`src/supervisor_pkg.sv`:
```
// Constants, register map and state types of the fault and warning supervisor
package supervisor_pkg;

  // Register offsets, 16-bit parameter space
  localparam logic [15:0] REG_FAULT_CLEAR      = 16'h0003;
  localparam logic [15:0] REG_WARN_STATUS      = 16'h4015;
  localparam logic [15:0] REG_FAULT_LOW        = 16'h4016;
  localparam logic [15:0] REG_FAULT_HIGH       = 16'h4017;
  localparam logic [15:0] REG_WARN_STATUS_EXT  = 16'h4020;
  localparam logic [15:0] REG_RECONNECT_EN     = 16'h803E;
  localparam logic [15:0] REG_RECONNECT_DELAY  = 16'h803F;
  localparam logic [15:0] REG_LINK_OV_WARN     = 16'h8045;
  localparam logic [15:0] REG_LINK_UV_FAULT    = 16'h8046;
  localparam logic [15:0] REG_LINK_UV_WARN     = 16'h8047;
  localparam logic [15:0] REG_CUR_WARN         = 16'h8049;
  localparam logic [15:0] REG_GRID_OV_WARN     = 16'h804B;
  localparam logic [15:0] REG_LINK_OV_DELTA    = 16'h8052;
  localparam logic [15:0] REG_LINK_UV_DELTA    = 16'h8053;
  localparam logic [15:0] REG_CUR_DELTA        = 16'h8054;
  localparam logic [15:0] REG_GRID_OV_DELTA    = 16'h8055;
  localparam logic [15:0] REG_PIN_CLEAR_EN     = 16'h8063;
  localparam logic [15:0] REG_EXT_THERM_EN     = 16'h80BC;
  localparam logic [15:0] REG_EXT_WARN         = 16'h80C4;
  localparam logic [15:0] REG_EXT_DELTA        = 16'h80C5;

  // Reset values of the parameters
  localparam logic [15:0] OVER_LEVEL_RESET  = 16'hFFFF;
  localparam logic [15:0] UNDER_LEVEL_RESET = 16'h0000;
  localparam logic [15:0] DELTA_RESET       = 16'h0000;
  localparam logic [15:0] ENABLE_RESET      = 16'h0000;
  localparam logic [15:0] DELAY_RESET       = 16'h0000;

  // Warning word bit positions
  localparam int W_LINK_HIGH  = 0;
  localparam int W_LINK_LOW   = 1;
  localparam int W_LINK_UNDER = 2;
  localparam int W_CUR0       = 3;
  localparam int W_FREQ       = 6;
  localparam int W_GRID_TOL0  = 7;
  localparam int W_GRID_HIGH0 = 10;
  localparam int W_MOD_TEMP   = 13;
  localparam int W_BOARD_TEMP = 14;
  localparam int W_EXT_TEMP   = 15;
  localparam int WX_PLL       = 0;
  localparam int WX_BIAS15    = 1;
  localparam int WX_BIAS5     = 2;

  // Fault source bit positions; bits 6 to 9 are the grid tolerance faults
  localparam int F_DESAT0     = 0;
  localparam int F_GATE0      = 3;
  localparam logic [31:0] GRID_FAULT_MASK = 32'h0000_03C0;

  // Fixed temperature limits, whole degrees C
  localparam logic [15:0] MOD_TEMP_SET_C     = 16'h006E;
  localparam logic [15:0] MOD_TEMP_CLEAR_C   = 16'h0069;
  localparam logic [15:0] BOARD_TEMP_SET_C   = 16'h0055;
  localparam logic [15:0] BOARD_TEMP_CLEAR_C = 16'h0050;

  // Reconnect delay counts in units of this period
  localparam int CLK_KHZ            = 25000;
  localparam int RECONNECT_UNIT_US  = 1000;
  localparam int RECONNECT_UNIT_CYC = CLK_KHZ * RECONNECT_UNIT_US / 1000;

  typedef enum logic [2:0] {
    ST_CALIBRATE = 3'b000,
    ST_WAIT_DC   = 3'b001,
    ST_READY     = 3'b010,
    ST_ON        = 3'b011,
    ST_FAULT     = 3'b100
  } op_state_t;

  typedef struct packed {
    logic [15:0]      link_v;
    logic [2:0][15:0] phase_cur;
    logic [2:0][15:0] grid_v;
    logic [2:0][15:0] module_temp;
    logic [15:0]      board_temp;
    logic [15:0]      ext_temp;
    logic             freq_in_tol;
    logic [2:0]       grid_v_in_tol;
    logic             pll_locked;
    logic             bias15_ok;
    logic             bias5_ok;
  } meas_t;

  typedef struct packed {
    logic [15:0] reconnect_en;
    logic [15:0] reconnect_delay;
    logic [15:0] link_ov_warn;
    logic [15:0] link_uv_fault;
    logic [15:0] link_uv_warn;
    logic [15:0] cur_warn;
    logic [15:0] grid_ov_warn;
    logic [15:0] link_ov_delta;
    logic [15:0] link_uv_delta;
    logic [15:0] cur_delta;
    logic [15:0] grid_ov_delta;
    logic [15:0] pin_clear_en;
    logic [15:0] ext_therm_en;
    logic [15:0] ext_warn;
    logic [15:0] ext_delta;
  } cfg_t;

  typedef struct packed {
    op_state_t   state;
    logic        power_on;
    logic        contact;
    logic        fault_out;
    logic [31:0] latched;
    logic [15:0] warn;
    logic [2:0]  warn_ext;
    logic        pin_prev;
    logic [15:0] tick_cnt;
    logic [15:0] rc_cnt;
    logic [15:0] rdata;
    cfg_t        cfg;
  } sup_state_t;

endpackage

```
`src/fault_warning_supervisor.sv`:
```
// Fault latching, fault state sequencing and warning flags of the inverter
// Summary of operation
// - Any fault: stage off, contactors open, fault
// - Leave fault only on clear write/pin edge or grid-only auto-clear
// - Turn-on requests ignored in fault except on auto-clear
// - Grid-only faults auto-clear after in-tolerance delay
// - Clean reset goes to calibrate or wait-DC
// - Reset clears latches, still-active sources relatch
// - Warnings only flag status, never block operation
// - Link high warning with recover hysteresis
// - Link low warning with recover hysteresis
// - Under-voltage warning below fault level, always
// - Per-phase high current warning with hysteresis
// - Frequency warning follows tolerance, no latch
// - Per-pair grid tolerance warning, no latch
// - Per-pair high grid voltage warning, hysteresis
// - Module temperature warning 110 set, 105 clear
// - Board temperature warning 85 set, 80 clear
// - External temperature warning only when enabled
// - Sync warning follows PLL lock loss
// - Two bias supply warnings follow range, unlatched
// - Each fault latched in one bit of two status words
// - Fault indicator pin high while any latched
// - Desaturation and gate faults latched per phase
`timescale 1ns/100ps
`default_nettype none
module fault_warning_supervisor #(
  parameter int TICK_CYCLES = supervisor_pkg::RECONNECT_UNIT_CYC
) (
  input  wire logic                  clk,
  input  wire logic                  rst_n,
  input  wire logic [15:0]           addr,
  input  wire logic [15:0]           wdata,
  input  wire logic                  wr_en,
  input  wire logic                  rd_en,
  output var  logic [15:0]           rdata,
  input  wire supervisor_pkg::meas_t meas,
  input  wire logic [31:0]           fault_sources,
  input  wire logic                  on_request,
  input  wire logic                  calibration_done,
  input  wire logic                  sequence_ready,
  input  wire logic                  fault_clear_pin,
  output var  logic                  power_stage_on,
  output var  logic                  contactor_close,
  output var  logic                  fault_indicator_pin,
  output var  supervisor_pkg::op_state_t op_state
);

  supervisor_pkg::sup_state_t st;
  supervisor_pkg::sup_state_t next_st;
  logic                       any_src;
  logic                       clear_evt;
  logic                       grid_only;
  logic                       auto_evt;
  logic                       tick;

  // Set above th, clear only below th - d; a delta above th never clears
  function automatic logic hyst_over(input logic flag,
                                     input logic [15:0] v,
                                     input logic [15:0] th,
                                     input logic [15:0] d);
    logic r;
    r = flag;
    if (v > th)
      r = 1'b1;
    else if (th >= d && v < th - d)
      r = 1'b0;
    return r;
  endfunction

  // Set below th, clear only above th + d, sum kept at 17 bits
  function automatic logic hyst_under(input logic flag,
                                      input logic [15:0] v,
                                      input logic [15:0] th,
                                      input logic [15:0] d);
    logic r;
    r = flag;
    if (v < th)
      r = 1'b1;
    else if ({1'b0, v} > {1'b0, th} + {1'b0, d})
      r = 1'b0;
    return r;
  endfunction

  always_comb
  begin
    any_src   = |fault_sources;
    tick      = (st.tick_cnt == 16'(TICK_CYCLES - 1));
    clear_evt = (wr_en && addr == supervisor_pkg::REG_FAULT_CLEAR) ||
                (st.cfg.pin_clear_en[0] && fault_clear_pin &&
                 !st.pin_prev);
    grid_only = (st.latched != 32'h0000_0000) &&
                ((st.latched & ~supervisor_pkg::GRID_FAULT_MASK) ==
                 32'h0000_0000);
    auto_evt  = st.cfg.reconnect_en[0] && st.state == supervisor_pkg::ST_FAULT
                && grid_only && !any_src && meas.freq_in_tol &&
                (&meas.grid_v_in_tol) &&
                (st.rc_cnt > st.cfg.reconnect_delay);
  end

  always_comb
  begin
    next_st          = st;
    next_st.pin_prev = fault_clear_pin;
    next_st.tick_cnt = tick ? 16'h0000 : st.tick_cnt + 16'h0001;
    next_st.rdata    = 16'h0000;

    // Parameter writes
    if (wr_en)
    begin
      if (addr == supervisor_pkg::REG_RECONNECT_EN)
        next_st.cfg.reconnect_en = wdata;
      else if (addr == supervisor_pkg::REG_RECONNECT_DELAY)
        next_st.cfg.reconnect_delay = wdata;
      else if (addr == supervisor_pkg::REG_LINK_OV_WARN)
        next_st.cfg.link_ov_warn = wdata;
      else if (addr == supervisor_pkg::REG_LINK_UV_FAULT)
        next_st.cfg.link_uv_fault = wdata;
      else if (addr == supervisor_pkg::REG_LINK_UV_WARN)
        next_st.cfg.link_uv_warn = wdata;
      else if (addr == supervisor_pkg::REG_CUR_WARN)
        next_st.cfg.cur_warn = wdata;
      else if (addr == supervisor_pkg::REG_GRID_OV_WARN)
        next_st.cfg.grid_ov_warn = wdata;
      else if (addr == supervisor_pkg::REG_LINK_OV_DELTA)
        next_st.cfg.link_ov_delta = wdata;
      else if (addr == supervisor_pkg::REG_LINK_UV_DELTA)
        next_st.cfg.link_uv_delta = wdata;
      else if (addr == supervisor_pkg::REG_CUR_DELTA)
        next_st.cfg.cur_delta = wdata;
      else if (addr == supervisor_pkg::REG_GRID_OV_DELTA)
        next_st.cfg.grid_ov_delta = wdata;
      else if (addr == supervisor_pkg::REG_PIN_CLEAR_EN)
        next_st.cfg.pin_clear_en = wdata;
      else if (addr == supervisor_pkg::REG_EXT_THERM_EN)
        next_st.cfg.ext_therm_en = wdata;
      else if (addr == supervisor_pkg::REG_EXT_WARN)
        next_st.cfg.ext_warn = wdata;
      else if (addr == supervisor_pkg::REG_EXT_DELTA)
        next_st.cfg.ext_delta = wdata;
    end

    // Reads only copy state out; no flag is touched here
    if (rd_en)
    begin
      if (addr == supervisor_pkg::REG_WARN_STATUS)
        next_st.rdata = st.warn;
      else if (addr == supervisor_pkg::REG_WARN_STATUS_EXT)
        next_st.rdata = {13'h0000, st.warn_ext};
      else if (addr == supervisor_pkg::REG_FAULT_LOW)
        next_st.rdata = st.latched[15:0];
      else if (addr == supervisor_pkg::REG_FAULT_HIGH)
        next_st.rdata = st.latched[31:16];
      else if (addr == supervisor_pkg::REG_RECONNECT_EN)
        next_st.rdata = st.cfg.reconnect_en;
      else if (addr == supervisor_pkg::REG_RECONNECT_DELAY)
        next_st.rdata = st.cfg.reconnect_delay;
      else if (addr == supervisor_pkg::REG_LINK_OV_WARN)
        next_st.rdata = st.cfg.link_ov_warn;
      else if (addr == supervisor_pkg::REG_LINK_UV_FAULT)
        next_st.rdata = st.cfg.link_uv_fault;
      else if (addr == supervisor_pkg::REG_LINK_UV_WARN)
        next_st.rdata = st.cfg.link_uv_warn;
      else if (addr == supervisor_pkg::REG_CUR_WARN)
        next_st.rdata = st.cfg.cur_warn;
      else if (addr == supervisor_pkg::REG_GRID_OV_WARN)
        next_st.rdata = st.cfg.grid_ov_warn;
      else if (addr == supervisor_pkg::REG_LINK_OV_DELTA)
        next_st.rdata = st.cfg.link_ov_delta;
      else if (addr == supervisor_pkg::REG_LINK_UV_DELTA)
        next_st.rdata = st.cfg.link_uv_delta;
      else if (addr == supervisor_pkg::REG_CUR_DELTA)
        next_st.rdata = st.cfg.cur_delta;
      else if (addr == supervisor_pkg::REG_GRID_OV_DELTA)
        next_st.rdata = st.cfg.grid_ov_delta;
      else if (addr == supervisor_pkg::REG_PIN_CLEAR_EN)
        next_st.rdata = st.cfg.pin_clear_en;
      else if (addr == supervisor_pkg::REG_EXT_THERM_EN)
        next_st.rdata = st.cfg.ext_therm_en;
      else if (addr == supervisor_pkg::REG_EXT_WARN)
        next_st.rdata = st.cfg.ext_warn;
      else if (addr == supervisor_pkg::REG_EXT_DELTA)
        next_st.rdata = st.cfg.ext_delta;
    end

    // Warnings feed only the status words, never the sequencer
    next_st.warn[supervisor_pkg::W_LINK_HIGH] =
      hyst_over(st.warn[supervisor_pkg::W_LINK_HIGH], meas.link_v,
                st.cfg.link_ov_warn, st.cfg.link_ov_delta);
    next_st.warn[supervisor_pkg::W_LINK_LOW] =
      hyst_under(st.warn[supervisor_pkg::W_LINK_LOW], meas.link_v,
                 st.cfg.link_uv_warn, st.cfg.link_uv_delta);
    next_st.warn[supervisor_pkg::W_LINK_UNDER] =
      meas.link_v < st.cfg.link_uv_fault;
    next_st.warn[supervisor_pkg::W_FREQ] = !meas.freq_in_tol;
    for (int i = 0; i < 3; i++)
    begin
      next_st.warn[supervisor_pkg::W_CUR0 + i] =
        hyst_over(st.warn[supervisor_pkg::W_CUR0 + i], meas.phase_cur[i],
                  st.cfg.cur_warn, st.cfg.cur_delta);
      next_st.warn[supervisor_pkg::W_GRID_TOL0 + i] =
        !meas.grid_v_in_tol[i];
      next_st.warn[supervisor_pkg::W_GRID_HIGH0 + i] =
        hyst_over(st.warn[supervisor_pkg::W_GRID_HIGH0 + i], meas.grid_v[i],
                  st.cfg.grid_ov_warn, st.cfg.grid_ov_delta);
    end
    // One flag for all modules: set by any hot one, cleared when all cool
    if (meas.module_temp[0] > supervisor_pkg::MOD_TEMP_SET_C ||
        meas.module_temp[1] > supervisor_pkg::MOD_TEMP_SET_C ||
        meas.module_temp[2] > supervisor_pkg::MOD_TEMP_SET_C)
      next_st.warn[supervisor_pkg::W_MOD_TEMP] = 1'b1;
    else if (meas.module_temp[0] < supervisor_pkg::MOD_TEMP_CLEAR_C &&
             meas.module_temp[1] < supervisor_pkg::MOD_TEMP_CLEAR_C &&
             meas.module_temp[2] < supervisor_pkg::MOD_TEMP_CLEAR_C)
      next_st.warn[supervisor_pkg::W_MOD_TEMP] = 1'b0;
    next_st.warn[supervisor_pkg::W_BOARD_TEMP] =
      hyst_over(st.warn[supervisor_pkg::W_BOARD_TEMP], meas.board_temp,
                supervisor_pkg::BOARD_TEMP_SET_C,
                supervisor_pkg::BOARD_TEMP_SET_C -
                supervisor_pkg::BOARD_TEMP_CLEAR_C);
    next_st.warn[supervisor_pkg::W_EXT_TEMP] = st.cfg.ext_therm_en[0] &&
      hyst_over(st.warn[supervisor_pkg::W_EXT_TEMP], meas.ext_temp,
                st.cfg.ext_warn, st.cfg.ext_delta);
    next_st.warn_ext[supervisor_pkg::WX_PLL]    = !meas.pll_locked;
    next_st.warn_ext[supervisor_pkg::WX_BIAS15] = !meas.bias15_ok;
    next_st.warn_ext[supervisor_pkg::WX_BIAS5]  = !meas.bias5_ok;

    // Fault latches: sources always set, so a set beats a clear
    if (clear_evt)
      next_st.latched = fault_sources;
    else if (auto_evt)
      next_st.latched = (st.latched & ~supervisor_pkg::GRID_FAULT_MASK) |
                        fault_sources;
    else
      next_st.latched = st.latched | fault_sources;

    // Reconnect timer runs only while the grid stays in tolerance
    if (st.state == supervisor_pkg::ST_FAULT && meas.freq_in_tol &&
        (&meas.grid_v_in_tol))
    begin
      if (tick && st.rc_cnt != 16'hFFFF)
        next_st.rc_cnt = st.rc_cnt + 16'h0001;
    end
    else
      next_st.rc_cnt = 16'h0000;

    case (st.state)
      supervisor_pkg::ST_CALIBRATE:
        if (calibration_done)
          next_st.state = supervisor_pkg::ST_WAIT_DC;
      supervisor_pkg::ST_WAIT_DC:
        if (sequence_ready)
          next_st.state = supervisor_pkg::ST_READY;
      supervisor_pkg::ST_READY:
        if (on_request)
          next_st.state = supervisor_pkg::ST_ON;
      supervisor_pkg::ST_ON:
        if (!on_request)
          next_st.state = supervisor_pkg::ST_READY;
      supervisor_pkg::ST_FAULT:
        // On requests are looked at only on an auto reconnect
        if (auto_evt)
          next_st.state = on_request ? supervisor_pkg::ST_ON :
                          calibration_done ? supervisor_pkg::ST_WAIT_DC :
                          supervisor_pkg::ST_CALIBRATE;
        else if (clear_evt && !any_src)
          next_st.state = calibration_done ? supervisor_pkg::ST_WAIT_DC :
                          supervisor_pkg::ST_CALIBRATE;
      default:
        next_st.state = supervisor_pkg::ST_FAULT;
    endcase
    if (any_src)
      next_st.state = supervisor_pkg::ST_FAULT;

    // Stage and contactors drop in the same edge that sees the fault
    next_st.power_on  = next_st.state == supervisor_pkg::ST_ON;
    next_st.contact   = next_st.state == supervisor_pkg::ST_READY ||
                        next_st.state == supervisor_pkg::ST_ON;
    next_st.fault_out = |next_st.latched;
  end

  always_ff @(posedge clk or negedge rst_n)
  begin
    if (!rst_n)
    begin
      st                     <= '0;
      st.state               <= supervisor_pkg::ST_CALIBRATE;
      st.cfg.reconnect_en    <= supervisor_pkg::ENABLE_RESET;
      st.cfg.reconnect_delay <= supervisor_pkg::DELAY_RESET;
      st.cfg.link_ov_warn    <= supervisor_pkg::OVER_LEVEL_RESET;
      st.cfg.link_uv_fault   <= supervisor_pkg::UNDER_LEVEL_RESET;
      st.cfg.link_uv_warn    <= supervisor_pkg::UNDER_LEVEL_RESET;
      st.cfg.cur_warn        <= supervisor_pkg::OVER_LEVEL_RESET;
      st.cfg.grid_ov_warn    <= supervisor_pkg::OVER_LEVEL_RESET;
      st.cfg.link_ov_delta   <= supervisor_pkg::DELTA_RESET;
      st.cfg.link_uv_delta   <= supervisor_pkg::DELTA_RESET;
      st.cfg.cur_delta       <= supervisor_pkg::DELTA_RESET;
      st.cfg.grid_ov_delta   <= supervisor_pkg::DELTA_RESET;
      st.cfg.pin_clear_en    <= supervisor_pkg::ENABLE_RESET;
      st.cfg.ext_therm_en    <= supervisor_pkg::ENABLE_RESET;
      st.cfg.ext_warn        <= supervisor_pkg::OVER_LEVEL_RESET;
      st.cfg.ext_delta       <= supervisor_pkg::DELTA_RESET;
    end
    else
      st <= next_st;
  end

  always_comb
  begin
    rdata               = st.rdata;
    power_stage_on      = st.power_on;
    contactor_close     = st.contact;
    fault_indicator_pin = st.fault_out;
    op_state            = st.state;
  end
endmodule
`default_nettype wire

```
`config.mk`:
```
export PLATFORM = sky130hd
export DESIGN_NAME = fault_warning_supervisor
export DESIGN_NICKNAME = d
export VERILOG_FILES = /design/src/supervisor_pkg.sv /design/src/fault_warning_supervisor.sv
export SDC_FILE = /design/constraint.sdc
export NUM_CORES = 1
export LEC_CHECK = 0
export BUFFER_PORTS_ARGS = -buffer_cell sky130_fd_sc_hd__buf_2
export CAP_MARGIN = 5
export CORE_UTILIZATION = 30
export CTS_BUF_LIST = sky130_fd_sc_hd__clkbuf_8
export DETAILED_ROUTE_END_ITERATION = 8
export PLACE_DENSITY_LB_ADDON = 0.05
export SETUP_SLACK_MARGIN = 0.02
export SLEW_MARGIN = 20
export SYNTH_ARGS = -nofsm -noshare
export SYNTH_HDL_FRONTEND = slang
export SYNTH_SLANG_ARGS = --single-unit
```
`constraint.sdc`:
```
create_clock -name clk -period 4.72 [get_ports clk]
set_input_delay 0.472 -clock clk [delete_from_list [all_inputs] [get_ports clk]]
set_output_delay 0.472 -clock clk [all_outputs]
set_load 0.02 [all_outputs]
```
==> out/qor.csv <==
stage,metric,value,unit
outcome,status,"finished, final reports clean",
setup_path,Crit Path Max Fanout,3,
clock_network,CTS Buf Count,73,
power_and_ir_drop,LEAKAGE,14.7,nW
setup_path,crit path capture type,flop,
floorplan,FP Rows,108,
setup_path,most used cell along the critical path,a21oi_1,
finish,Layout fillers,9079,
drt,vias per inst,5.31,
floorplan,Die Wd,300,um
logic_synthesis,Syn. warnings,0,
logic_synthesis,Post-Synthesis Cells,2871,
drt,final wirelength,105,mm
setup_path,Worst EP arrival,4950,ps
logic_synthesis,main area contributors after synthesis,"dfrtp_1 27%, ha_1 18%, dfstp_2 6.3%",
setup_path,Critical path buffers and inverters,1,
finish,most frequent cells in the layout,"392 x ha_1, 290 x buf_2, 282 x dfrtp_1",
placement,Setup Slack @ Placement,77.4,ps
timing,RSZ-0062 raised after global routing,false,
drt,Top Metal Used,met5,
timing,# setup viols final,0,
clock_network,Longest Clk Path Bufs,3,
drt,DRT iter0 DRCs,1620,
logic_synthesis,Synth cell types,79,
power_and_ir_drop,total power divided by cell area,224,nW/um2
logic_synthesis,Yosys top cell area share,26.5,%
global_route,grt ovf,0,
clock_network,setup bufs post-CTS,0,
clock_network,"CTS clk-pin slew, worst paths",60,ps
global_route,global-route wire length before repair,154,mm
floorplan,die area,89800,um2
worst_hold_path,worst hold path type,primary input to flop,
timing,Final Max Tran Viols,0,
timing,slew at the pin with the worst max-slew slack,993,ps
timing,sum of negative setup slack,0,ps
placement,I/O Buffers,291,
drt,WL met3,5.60,mm
global_route,antenna violations before repair,13,
global_route,vias in the first global route,23500,
global_route,largest net degree at the start of global routing,101,
timing,Fin. Hold Viols,0,
timing,relative slew slack,33.8,%
placement,# placed instances,4239,
finish,nets,3865,
floorplan,IO Pins,293,
floorplan,Placeable Area,87300,um2
drt,"antenna viol nets, final",0,
clock_network,Root Driver,clkbuf_8,
setup_path,"Critical Path, Cell by Cell","ha_1, inv_1, fa_1, a21oi_1, o21ai_0, a21oi_1, nor2b_1, o21a_1, o21ai_0, nand2b_1, a21oi_1, xor2_1, ha_1, a21o_1, a21oi_1, nor2_1, a2111oi_2, a21oi_1, o31ai_1, o21ai_0",
clock_network,CTS tree,built,
logic_synthesis,cell taking the most area after synthesis,dfrtp_1,
timing,Fin Clk Skew,35.3,ps
logic_synthesis,"EDFF count, synth",0,
setup_path,max incr delay on CP,400,ps
logic_synthesis,ys async rst share,100,%
setup_path,CP max stage cell,fa_1,
drt,wire length on met2,45.5,mm
finish,share of cells above drive strength 1,21.3,%
clock_network,# clock sinks,346,
logic_synthesis,prevailing post-synth register cell,dfrtp_1,
drt,DRC violations left,0,
drt,first drt pass iteration count,5,
logic_synthesis,Syn Nets,3539,
clock_network,H-tree depth,3,
clock_network,later-pin clock latency in the skew report,680,ps
power_and_ir_drop,peak supply drop,0.180,mV
timing,Final WS setup,305,ps
drt,Routed met1 length,51.0,mm
floorplan,starting density of the core,30.5,%
timing,Tcrit/Tclk final,93.5,%
timing,Hold WS,51.1,ps
finish,non-filler instance count after layout,4419,
logic_synthesis,Mean Syn Cell Area,9.26,um2
timing,maximum clock rate,226,MHz
setup_path,Setup CP Type,flop to flop,
finish,area delta synth->final,17.6,%
finish,"most common cell after layout, fill and taps aside",ha_1,
logic_synthesis,register area share after synthesis,32.9,%
setup_path,crit start category,flop,
setup_path,"CP delay by family, top",compound AO/OA/AOI/OAI gates,
placement,Final GP Congestion,0.909,
logic_synthesis,"FF+latch count, synth",346,
setup_path,worst path required time,5260,ps
logic_synthesis,Mapped Area,26600,um2
floorplan,Die H,300,um
drt,via count,23500,
run,maxcap violations,0,
timing,final critical-path required period,4420,ps
global_route,overall routing resource usage,23.1,%
placement,Detailed Place HPWL,82.9,mm
drt,Wirelength per Cell,23.7,um
-- cells in the mapped netlist, drive strengths merged (43+ instances only) --
cell type and count:
xnor2 43, inv 221, nor2b 47, nor2 134, nor3 43, nand2 230, a21o 110, nand4 76
xor2 44, buf 46, ha 392, o21ai 243, clkbuf 78, dfstp 64, a21oi 130, o22ai 46
mux2 148, nand3 65, dfrtp 282
-- area by class of cell --
cell class	instances	area [um2]	share of cell area (%)
diodes	7	17.5	0.0560
clock buffers	90	1240	3.96
clock inverters	45	303	0.968
inverters	221	830	2.65
multi-input cells	2180	16500	52.7
flip-flops and latches	346	8740	27.9
well taps	1155	1450	4.62
repair buffers	375	2230	7.13
-- stage by stage --
step / total power [mW] / util, % / instance area [um2]
floorplan: 3.28 / - / 26600
global placement: 3.65 / 33.6 / 29300
detailed placement: 3.67 / 33.6 / 29300
CTS: 7.13 / 35.8 / 31200
global route: 7.35 / 35.8 / 31300
finish: 7.01 / 35.8 / 31300
-- registers in the layout (all words and copies together) (netlist names) --
| register | count |
|---|---|
| power_stage_on | 1 |
| contactor_close | 1 |
| op_state | 3 |
| fault_indicator_pin | 1 |
| rdata | 16 |
| st | 324 |
-- cells by family after synthesis --
group | Yosys count | synth area share, %
AOI/OAI and AO/OA | 804 | 19.7
and+or+nand+nor | 742 | 14.0
adders and majority gates | 397 | 18.8
DFF | 346 | 32.9
buffers and inverters | 345 | 5.32
muxes | 150 | 6.48
xor gates and xnor gates | 87 | 2.87
-- worst paths after layout --
check,start,to,slack [ps],depth (start not counted)
setup / recovery,st[80]$_DFFE_PN0P_,st[297]$_DFFE_PN0P_,300,20
hold / removal,fault_sources[2],st[310]$_DFF_PN0_,50,2
setup reg to reg,st[80]$_DFFE_PN0P_,st[297]$_DFFE_PN0P_,300,20
hold reg to reg,st[287]$_DFF_PN0_,st[287]$_DFF_PN0_,490,1
max in group asynchronous,rst_n,st[45]$_DFFE_PN0P_,2930,3
min in group asynchronous,rst_n,st[35]$_DFFE_PN0P_,450,2
-- power breakdown --
part	total (mW)	internal [mW]	switching (mW)
clock network	3.38	1.86	1.51
logic	0.651	0.250	0.401
registers	2.99	2.98	0.00752
-- metal layers --
metal	GRT usage, %	vias up
li1	-	11200
met1	33.8	11400
met2	35.1	660
met3	3.32	136
met4	6.63	6
met5	0	-
-- repair_timing --
item	CTS	global route
hold buffers	38	0
hold endpoints to repair	102	0
resized for setup	0	7
setup endpoints to repair	0	3
(Power assumes the default switching activity.)
